`src/inc/kwi_pkg.sv`:
```
/*
  Package for the keypad wakeup interrupt block: register offsets, field
  positions, reset values and the address decode shared by the design.
  Assumes a 32-bit APB slave with each register in one aligned word.
*/
package kwi_pkg;

  // Number of keypad pins.
  localparam int KWI_PINS = 8;

  // Register byte offsets on the APB.
  localparam logic [7:0] KWI_OFS_SCR = 8'h00;
  localparam logic [7:0] KWI_OFS_ENA = 8'h04;
  localparam logic [7:0] KWI_OFS_POL = 8'h08;
  localparam logic [7:0] KWI_OFS_DIR = 8'h0C;
  localparam logic [7:0] KWI_OFS_DAT = 8'h10;
  localparam logic [7:0] KWI_OFS_BRK = 8'h14;

  // One-hot register select codes.
  localparam logic [5:0] KWI_SEL_NONE = 6'h00;
  localparam logic [5:0] KWI_SEL_SCR = 6'h01;
  localparam logic [5:0] KWI_SEL_ENA = 6'h02;
  localparam logic [5:0] KWI_SEL_POL = 6'h04;
  localparam logic [5:0] KWI_SEL_DIR = 6'h08;
  localparam logic [5:0] KWI_SEL_DAT = 6'h10;
  localparam logic [5:0] KWI_SEL_BRK = 6'h20;

  // Field positions in the status and control register.
  localparam int KWI_SCR_MODE = 0;
  localparam int KWI_SCR_MASK = 1;
  localparam int KWI_SCR_ACK = 2;
  localparam int KWI_SCR_FLAG = 3;
  // Field position of the break clear enable.
  localparam int KWI_BRK_BCE = 0;

  // Reset values of the byte-wide registers.
  localparam logic [7:0] KWI_BYTE_RST = 8'h00;
  localparam logic [31:0] KWI_WORD_ZERO = 32'h0000_0000;

  // Status and control register as read back.
  typedef struct packed {
    logic [3:0] zero;  // Unused upper bits.
    logic flag;        // Pending flag.
    logic ack;         // Acknowledge, always reads 0.
    logic mask;        // Pending mask.
    logic mode;        // Trigger sensitivity.
  } kwi_scr_t;

  // Pin-side signal group driven by the block.
  typedef struct packed {
    logic [7:0] pin_out;   // Port output data.
    logic [7:0] pin_oe_n;  // Output enable, low while driving.
    logic [7:0] pull_up;   // Pullup enables.
    logic [7:0] pull_dn;   // Pulldown enables.
  } kwi_pins_t;

  // Decodes an APB byte address into a one-hot register select.
  function automatic logic [5:0] kwi_decode(input logic [7:0] addr);
    case (addr)
      KWI_OFS_SCR: kwi_decode = KWI_SEL_SCR;
      KWI_OFS_ENA: kwi_decode = KWI_SEL_ENA;
      KWI_OFS_POL: kwi_decode = KWI_SEL_POL;
      KWI_OFS_DIR: kwi_decode = KWI_SEL_DIR;
      KWI_OFS_DAT: kwi_decode = KWI_SEL_DAT;
      KWI_OFS_BRK: kwi_decode = KWI_SEL_BRK;
      default: kwi_decode = KWI_SEL_NONE;
    endcase
  endfunction : kwi_decode

endpackage : kwi_pkg

```
`src/rtl/kwi_sync.sv`:
```
/*
  Two-stage synchroniser for the eight keypad pins.
  Assumes the pins are asynchronous to pclk.
*/
module kwi_sync
  import kwi_pkg::*;
(
  // Clock and reset.
  input wire logic pclk,
  input wire logic presetn,
  // Raw and synchronised pins.
  input wire logic [KWI_PINS-1:0] raw_in,
  output logic [KWI_PINS-1:0] sync_out
);

  // First stage, read only by the second stage.
  logic [KWI_PINS-1:0] meta_q;

  // One two-flop chain per pin.
  genvar g;
  generate
    for (g = 0; g < KWI_PINS; g++) begin : g_bit
      always_ff @(posedge pclk or negedge presetn) begin
        if (!presetn) begin
          meta_q[g] <= 1'b0;
          sync_out[g] <= 1'b0;
        end else begin
          meta_q[g] <= raw_in[g];
          sync_out[g] <= meta_q[g];
        end
      end
    end
  endgenerate

endmodule : kwi_sync

```
`src/rtl/kwi_top.sv`:
```
/*
  Keypad wakeup interrupt block: eight port pins with per-pin enable and
  polarity, edge-only or edge-and-level detection, one pending latch with
  mask, acknowledge and flag, one interrupt request, and an APB slave.
  Assumes a single pclk domain, an APB master keeping the usual protocol,
  and a CPU that pulses vector_ack for one cycle on the vector fetch.
*/
module kwi_top
  import kwi_pkg::*;
(
  // Clock and reset.
  input wire logic pclk,
  input wire logic presetn,
  // APB slave port.
  input wire logic psel,
  input wire logic penable,
  input wire logic pwrite,
  input wire logic [7:0] paddr,
  input wire logic [31:0] pwdata,
  input wire logic [3:0] pstrb,
  output logic pready,
  output logic pslverr,
  output logic [31:0] prdata,
  // Port pins, each as input, output and active-low output enable.
  input wire logic [KWI_PINS-1:0] pin_in,
  output logic [KWI_PINS-1:0] pin_out,
  output logic [KWI_PINS-1:0] pin_oe_n,
  // Pull device enables.
  output logic [KWI_PINS-1:0] pull_up_en,
  output logic [KWI_PINS-1:0] pull_down_en,
  // CPU and system side.
  input wire logic vector_ack,
  input wire logic break_active,
  output logic irq_req,
  output logic wake_req
);

  // Configuration registers.
  logic [7:0] ena_q;   // Pin enable bits.
  logic [7:0] pol_q;   // Polarity select bits.
  logic [7:0] dir_q;   // Port direction, 1 drives the pin unless its enable bit is set.
  logic [7:0] dat_q;   // Port output data latch.
  logic mode_q;        // Trigger sensitivity.
  logic mask_q;        // Pending mask.
  logic bce_q;         // Break clear enable.

  // Interrupt state.
  logic pend_q;        // Pending request latch.
  logic pend_d;        // Next value of the latch.
  logic ackseen_q;     // Acknowledge held until pins release.
  logic ackseen_d;     // Next value of the held acknowledge.

  // Pin samples.
  logic [7:0] pin_s;   // Synchronised pin levels.
  logic [7:0] prev_q;  // Levels one pclk cycle earlier.

  // Detection terms.
  logic [7:0] level_v; // Enabled pins at their asserted level.
  logic [7:0] edge_v;  // Enabled pins with an active edge now.
  logic any_level;     // Some enabled pin is asserted.
  logic other_busy;    // An asserted pin that is not edging now.
  logic set_req;       // Request to set the latch.
  logic clr_req;       // Request to clear the latch.
  logic sw_ack;        // Effective software acknowledge.

  // Bus decode terms.
  logic [5:0] sel;     // One-hot register select.
  logic wr_en;         // Write taken this cycle.
  logic rd_setup;      // Read setup phase.
  logic [7:0] wbyte;   // Low byte of write data.
  kwi_scr_t scr_rd;    // Status register read view.
  kwi_pins_t pins;     // Pin-side outputs.
  logic [31:0] rd_mux; // Read data before registering.
  logic [31:0] rdata_q;// Registered read data.

  // Pin synchroniser.
  kwi_sync u_sync (
    .pclk(pclk),
    .presetn(presetn),
    .raw_in(pin_in),
    .sync_out(pin_s)
  );

  // Address decode and transfer qualifiers.
  assign sel = kwi_decode(paddr);
  assign wr_en = psel & penable & pwrite & pready & pstrb[0];
  assign rd_setup = psel & ~penable & ~pwrite;
  assign wbyte = pwdata[7:0];

  // The slave never inserts wait states.
  assign pready = 1'b1;
  // Unmapped addresses answer with an error in the access phase.
  assign pslverr = psel & penable & (sel == KWI_SEL_NONE);

  // Pin enable bits, cleared by reset.
  always_ff @(posedge pclk or negedge presetn) begin
    if (!presetn) begin
      ena_q <= KWI_BYTE_RST;
    end else if (wr_en && sel == KWI_SEL_ENA) begin
      ena_q <= wbyte;
    end
  end

  // Polarity select bits, cleared by reset.
  always_ff @(posedge pclk or negedge presetn) begin
    if (!presetn) begin
      pol_q <= KWI_BYTE_RST;
    end else if (wr_en && sel == KWI_SEL_POL) begin
      pol_q <= wbyte;
    end
  end

  // Port direction and data latch.
  always_ff @(posedge pclk or negedge presetn) begin
    if (!presetn) begin
      dir_q <= KWI_BYTE_RST;
      dat_q <= KWI_BYTE_RST;
    end else begin
      if (wr_en && sel == KWI_SEL_DIR) begin
        dir_q <= wbyte;
      end
      if (wr_en && sel == KWI_SEL_DAT) begin
        dat_q <= wbyte;
      end
    end
  end

  // Mode and mask bits of the status register.
  always_ff @(posedge pclk or negedge presetn) begin
    if (!presetn) begin
      mode_q <= 1'b0;
      mask_q <= 1'b0;
    end else if (wr_en && sel == KWI_SEL_SCR) begin
      mode_q <= wbyte[KWI_SCR_MODE];
      mask_q <= wbyte[KWI_SCR_MASK];
    end
  end

  // Break clear enable, keeping software acknowledges off the latch during break by default.
  always_ff @(posedge pclk or negedge presetn) begin
    if (!presetn) begin
      bce_q <= 1'b0;
    end else if (wr_en && sel == KWI_SEL_BRK) begin
      bce_q <= wbyte[KWI_BRK_BCE];
    end
  end

  // Previous-cycle sample of each synchronised pin.
  always_ff @(posedge pclk or negedge presetn) begin
    if (!presetn) begin
      prev_q <= KWI_BYTE_RST;
    end else begin
      prev_q <= pin_s;
    end
  end

  // Level and edge detection per pin.
  genvar g;
  generate
    for (g = 0; g < KWI_PINS; g++) begin : g_det
      // A pin is asserted when its level equals its polarity bit.
      assign level_v[g] = ena_q[g] & (pin_s[g] == pol_q[g]);
      // An edge is the inactive level then the active level.
      assign edge_v[g] = level_v[g] & (prev_q[g] != pol_q[g]);
    end
  endgenerate

  // Summary terms across the pins.
  assign any_level = |level_v;
  // Pins already asserted before this cycle block edge-only requests.
  assign other_busy = |(level_v & ~edge_v);

  // A software acknowledge is void in break unless clearing is enabled.
  assign sw_ack = wr_en & (sel == KWI_SEL_SCR) & wbyte[KWI_SCR_ACK]
                  & (~break_active | bce_q);

  // Set and clear conditions of the pending latch.
  always_comb begin
    if (mode_q) begin
      // Any asserted pin keeps the request present.
      set_req = any_level;
      // Clearing needs an acknowledge and all pins released.
      clr_req = (vector_ack | sw_ack | ackseen_q) & ~any_level;
    end else begin
      // An edge latches only if no other pin is still asserted.
      set_req = (|edge_v) & ~other_busy;
      // Either acknowledge clears at once.
      clr_req = vector_ack | sw_ack;
    end
  end

  // Next state of the latch and the held acknowledge; a set wins.
  always_comb begin
    pend_d = pend_q;
    ackseen_d = ackseen_q;
    if (set_req) begin
      pend_d = 1'b1;
    end else if (clr_req) begin
      pend_d = 1'b0;
    end
    if (!mode_q || !pend_d) begin
      // The held acknowledge only matters in edge-and-level mode.
      ackseen_d = 1'b0;
    end else if (vector_ack || sw_ack) begin
      ackseen_d = 1'b1;
    end
  end

  // Pending latch, cleared by reset whatever the pins show.
  always_ff @(posedge pclk or negedge presetn) begin
    if (!presetn) begin
      pend_q <= 1'b0;
      ackseen_q <= 1'b0;
    end else begin
      pend_q <= pend_d;
      ackseen_q <= ackseen_d;
    end
  end

  // Request to the CPU; the same level wakes the part from wait or stop.
  assign irq_req = pend_q & ~mask_q;
  assign wake_req = irq_req;

  // Pin drive: an enabled pin is always an input.
  always_comb begin
    pins.pin_out = dat_q;
    pins.pin_oe_n = ~(dir_q & ~ena_q);
    pins.pull_up = ena_q & ~pol_q;
    pins.pull_dn = ena_q & pol_q;
  end
  assign pin_out = pins.pin_out;
  assign pin_oe_n = pins.pin_oe_n;
  assign pull_up_en = pins.pull_up;
  assign pull_down_en = pins.pull_dn;

  // Status register view; the flag ignores the mask.
  always_comb begin
    scr_rd.zero = 4'h0;
    scr_rd.flag = pend_q;
    scr_rd.ack = 1'b0;
    scr_rd.mask = mask_q;
    scr_rd.mode = mode_q;
  end

  // Read multiplexer; the data register shows the pin only where its direction bit is clear.
  always_comb begin
    rd_mux = KWI_WORD_ZERO;
    case (sel)
      KWI_SEL_SCR: rd_mux[7:0] = scr_rd;
      KWI_SEL_ENA: rd_mux[7:0] = ena_q;
      KWI_SEL_POL: rd_mux[7:0] = pol_q;
      KWI_SEL_DIR: rd_mux[7:0] = dir_q;
      KWI_SEL_DAT: rd_mux[7:0] = (pin_s & ~dir_q) | (dat_q & dir_q);
      KWI_SEL_BRK: rd_mux[KWI_BRK_BCE] = bce_q;
      default: rd_mux = KWI_WORD_ZERO;
    endcase
  end

  // Read data is registered at the setup edge for the access phase.
  always_ff @(posedge pclk or negedge presetn) begin
    if (!presetn) begin
      rdata_q <= KWI_WORD_ZERO;
    end else if (rd_setup) begin
      rdata_q <= rd_mux;
    end
  end
  assign prdata = rdata_q;

endmodule : kwi_top

```
`config.mk`:
```
export PLATFORM = sky130hd
export DESIGN_NAME = kwi_top
export DESIGN_NICKNAME = d
export VERILOG_FILES = /design/src/inc/kwi_pkg.sv /design/src/rtl/kwi_sync.sv /design/src/rtl/kwi_top.sv
export SDC_FILE = /design/constraint.sdc
export NUM_CORES = 1
export LEC_CHECK = 0
export BUFFER_PORTS_ARGS = -buffer_cell sky130_fd_sc_hd__buf_2
export CORE_ASPECT_RATIO = 0.75
export CORE_MARGIN = 3
export CORE_UTILIZATION = 45
export DETAILED_ROUTE_END_ITERATION = 10
export PLACE_DENSITY_LB_ADDON = 0.3
export SLEW_MARGIN = 20
export SYNTH_ARGS = -nofsm -noshare
export SYNTH_HDL_FRONTEND = slang
export SYNTH_SLANG_ARGS = --single-unit
```
`constraint.sdc`:
```
create_clock -name pclk -period 1.9 [get_ports pclk]
set_clock_uncertainty 0.2 [all_clocks]
set_input_delay 0.285 -clock pclk [delete_from_list [all_inputs] [get_ports pclk]]
set_output_delay 0.285 -clock pclk [all_outputs]
set_load 0.03 [all_outputs]
```
==> results.sh <==
export IMPL_max_freq_ghz=0.527
export IMPL_reg2reg_slack_ns=0.08
export IMPL_power_per_cell_area_nw_per_um2=671
export IMPL_initial_core_util=0.477
export IMPL_core_um2=7530
export IMPL_dr_total_vias=2859
export IMPL_grt_use_total=0.209
export IMPL_final_report_max_slew_violation_count=0
export IMPL_chipHeight_um=83.4
export IMPL_cts_inserted_buffers=9
export IMPL_antenna_violations_before_repair=0
export IMPL_instances_no_fill=548
export IMPL_critPathKind="primary input to register"
export IMPL_gr_total_overflow=0
export IMPL_cp_max_fo=5
export IMPL_ir_drop_uv=374
export IMPL_holdCritStartpoint="pwdata[7]"
export IMPL_drt_pre_antenna_iters=5
export IMPL_post_route_drc_count=0
export IMPL_crit_path_start_kind="primary input"
export IMPL_cts_root_buffer_cell="sky130_fd_sc_hd__clkbuf_8"
export IMPL_die_x_um=109
export IMPL_synth_main_ff_cell="sky130_fd_sc_hd__dfrtp_1"
export IMPL_grt_first_pass_wirelength_um=14600
export IMPL_via_count_of_the_first_global_routing_pass=2804
export IMPL_async_reset_ff_frac=1.00
export IMPL_wire_per_inst_um=16.6
export IMPL_cts_max_path_buffers=2
export IMPL_place_detailed_hpwl_um=6950
export IMPL_netlist_top_cells_area="sky130_fd_sc_hd__dfrtp_1 48%, sky130_fd_sc_hd__mux2_2 8.8%, sky130_fd_sc_hd__buf_4 5.4%"
export IMPL_timing_final_crit_share=1.00
export IMPL_synth_area_per_cell_um2=11.2
export IMPL_r2r_start="u_sync.sync_out[6]$_DFF_PN0_"
export IMPL_grt_max_degree=35
export IMPL_final_setup_tns_ns=0
export IMPL_required_ns=1.94
export IMPL_timing_final_crit_period_ns=1.90
export IMPL_holdCritPathClass="primary input to register"
export IMPL_finalWirelength_um=9120
export IMPL_postSynthRegisterBits=69
export IMPL_outcome="finished, final reports clean"
export IMPL_vias_per_cell=5.22
export IMPL_cellLeakagePower_nw=2.29
export IMPL_num_fill_cells=646
export IMPL_worstHoldPathCells=2
export IMPL_route_antenna_remaining_nets=0
export IMPL_dr_first_iter_drc_count=196
export IMPL_fp_dieArea_um2=9100
export IMPL_synth_cells_most_frequent="69 x sky130_fd_sc_hd__dfrtp_1, 28 x sky130_fd_sc_hd__mux2_2, 26 x sky130_fd_sc_hd__buf_4, 22 x sky130_fd_sc_hd__nand2_1, 18 x sky130_fd_sc_hd__nor2b_1"
export IMPL_finalWeightedCongestion=0.842
export IMPL_nNetsFinal=501
export IMPL_synthCells=321
export IMPL_cts_num_sinks=69
export IMPL_post_synth_top_count_cell="sky130_fd_sc_hd__dfrtp_1"
export IMPL_final_hold_worst_slack_ns=0.0139
export IMPL_maximum_level_of_the_cts_h_tree=3
export IMPL_floorplan_rows=27
export IMPL_power_w=0.00308
export IMPL_worstRegToRegCells=5
export IMPL_mapped_area_um2=3590
export IMPL_grt_setup_unrepaired="true"
export IMPL_synth_cell_types=52
export IMPL_drive_gt1_frac=0.409
export IMPL_post_synth_top_area_fraction=0.481
export IMPL_synth_sequential_area_ratio=0.481
export IMPL_timing_max_cap_violations=0
export IMPL_ioPinCount=127
export IMPL_synth_edf_count=0
export IMPL_hold_path_endpoint="ena_q[7]$_DFFE_PN0P_"
export IMPL_clock_insertion_delay_worst_skew_ns=0.35
export IMPL_yosysTopAreaCell="sky130_fd_sc_hd__dfrtp_1"
export IMPL_worst_r2r_endpoint="pend_q$_DFF_PN0_"
export IMPL_tritoncts_clock_tree="built"
export IMPL_dpl_cell_count=521
export IMPL_cp_arrival_ns=1.94
export IMPL_area_growth_synth_to_final_pct=27.9
export IMPL_timing_critical_path_to_type="register"
export IMPL_hold_violations=0
export IMPL_io_buffer_count=74
export IMPL_ys_warnings_count=0
export IMPL_antenna_diode_count=0
export IMPL_timing_final_setup_violations=0
export IMPL_cts_clk_slew_worst_paths_ns=0.08
-- cell usage in the layout, fill, tap and decap left out, types with 3 or more instances in the layout --
master / Yosys / final
sky130_fd_sc_hd__a21o_1: 5 / 5
sky130_fd_sc_hd__a21oi_1: 7 / 7
sky130_fd_sc_hd__a222oi_1: 5 / 5
sky130_fd_sc_hd__a22o_1: 3 / 3
sky130_fd_sc_hd__a22oi_1: 3 / 3
sky130_fd_sc_hd__a2bb2oi_1: 5 / 5
sky130_fd_sc_hd__a31oi_1: 5 / 5
sky130_fd_sc_hd__and2_1: 9 / 8
sky130_fd_sc_hd__buf_2: 0 / 74
sky130_fd_sc_hd__buf_4: 26 / 38
sky130_fd_sc_hd__clkbuf_8: 0 / 9
sky130_fd_sc_hd__clkinvlp_4: 0 / 3
sky130_fd_sc_hd__conb_1: 2 / 25
sky130_fd_sc_hd__dfrtp_1: 69 / 66
sky130_fd_sc_hd__dfrtp_2: 0 / 3
sky130_fd_sc_hd__dlygate4sd3_1: 0 / 10
sky130_fd_sc_hd__inv_1: 4 / 4
sky130_fd_sc_hd__mux2_2: 28 / 23
sky130_fd_sc_hd__mux2_4: 8 / 13
sky130_fd_sc_hd__mux2i_1: 6 / 6
sky130_fd_sc_hd__nand2_1: 22 / 21
sky130_fd_sc_hd__nand2b_1: 13 / 13
sky130_fd_sc_hd__nand4_1: 4 / 4
sky130_fd_sc_hd__nor2_1: 4 / 3
sky130_fd_sc_hd__nor2b_1: 18 / 18
sky130_fd_sc_hd__nor4bb_1: 3 / 3
sky130_fd_sc_hd__o21ai_0: 14 / 14
sky130_fd_sc_hd__o22ai_1: 4 / 4
sky130_fd_sc_hd__xnor2_1: 6 / 6
-- how the worst max path moves through the flow --
stage                   from              endpoint  slack, ns  cells after the start
finish              paddr[1]  ena_q[6]$_DFFE_PN0P_     0.0009                      7
global route        paddr[1]  ena_q[1]$_DFFE_PN0P_      -0.03                      7
CTS                 paddr[1]               pslverr       0.02                      5
detailed placement  paddr[1]  ena_q[6]$_DFFE_PN0P_      -0.42                      7
global placement    paddr[1]  ena_q[4]$_DFFE_PN0P_      -0.40                      7
floorplan           paddr[1]  ena_q[0]$_DFFE_PN0P_      -0.31                      7
-- power by group --
part           internal [W]  total, W  switching [W]  leakage, nW
combinational      0.000124  0.000330       0.000207         1.30
sequential          0.00150   0.00153      0.0000321        0.901
clock              0.000609   0.00122       0.000606       0.0918
total               0.00224   0.00308       0.000845         2.29
-- critical path: stages --
cell and delay, ns:
sky130_fd_sc_hd__buf_2 0.09, sky130_fd_sc_hd__or4_4 0.55, sky130_fd_sc_hd__or2_4 0.29, sky130_fd_sc_hd__nor3_4 0.13, sky130_fd_sc_hd__nand2b_1 0.11, sky130_fd_sc_hd__buf_4 0.18, sky130_fd_sc_hd__mux2_4 0.29
-- stage by stage --
step | cell area [um2] | util | worst slack [ns]
floorplan | 3700 | - | -0.308
finish | 4590 | 0.610 | 0.000886
global route | 4590 | 0.610 | -0.0267
CTS | 4580 | 0.608 | 0.0200
global placement | 4270 | 0.567 | -0.396
detailed placement | 4270 | 0.567 | -0.419
-- timing repair --
item / in CTS / in global routing
resized for setup: 2 / 5
setup buffers: 0 / 1
gates cloned: 0 / 0
setup endpoints to repair: 17 / 8
endpoints found under the hold margin: 41 / 0
hold buffers: 10 / 0
-- cells by family after synthesis --
group | count (synthesis) | synth area share
other | 2 | 0.00209
flip-flops | 69 | 0.481
AO/OA/AOI/OAI | 61 | 0.118
XOR/XNOR | 6 | 0.0146
AND/OR/NAND/NOR | 100 | 0.172
buffers and inverters | 41 | 0.0742
multiplexers | 42 | 0.138
-- metal layers --
layer  wire length (um)  track usage
met1               4320        0.304
met2               4170        0.303
met3                520       0.0458
met4                111       0.0768
met5                  0            0
-- registers in the layout, summed over array words and instances (netlist names) --
register         flops
ena_q                8
prdata               8
u_sync.meta_q        8
u_sync.sync_out      8
dir_q                8
bce_q                1
pend_q               1
ackseen_q            1
prev_q               8
pin_out              8
pol_q                8
mode_q               1
mask_q               1
-- layout make-up --
| cell class | instances | area [um2] | share of cell area |
|---|---|---|---|
| timing repair buffer | 124 | 796 | 0.173 |
| clock buffer | 9 | 124 | 0.0270 |
| clock inverter | 7 | 75.1 | 0.0163 |
| inverter | 4 | 15.0 | 0.00327 |
| multi-input combinational | 234 | 1730 | 0.376 |
| tap | 101 | 126 | 0.0275 |
| sequential | 69 | 1730 | 0.377 |
Power figures use the tool's default switching activity.
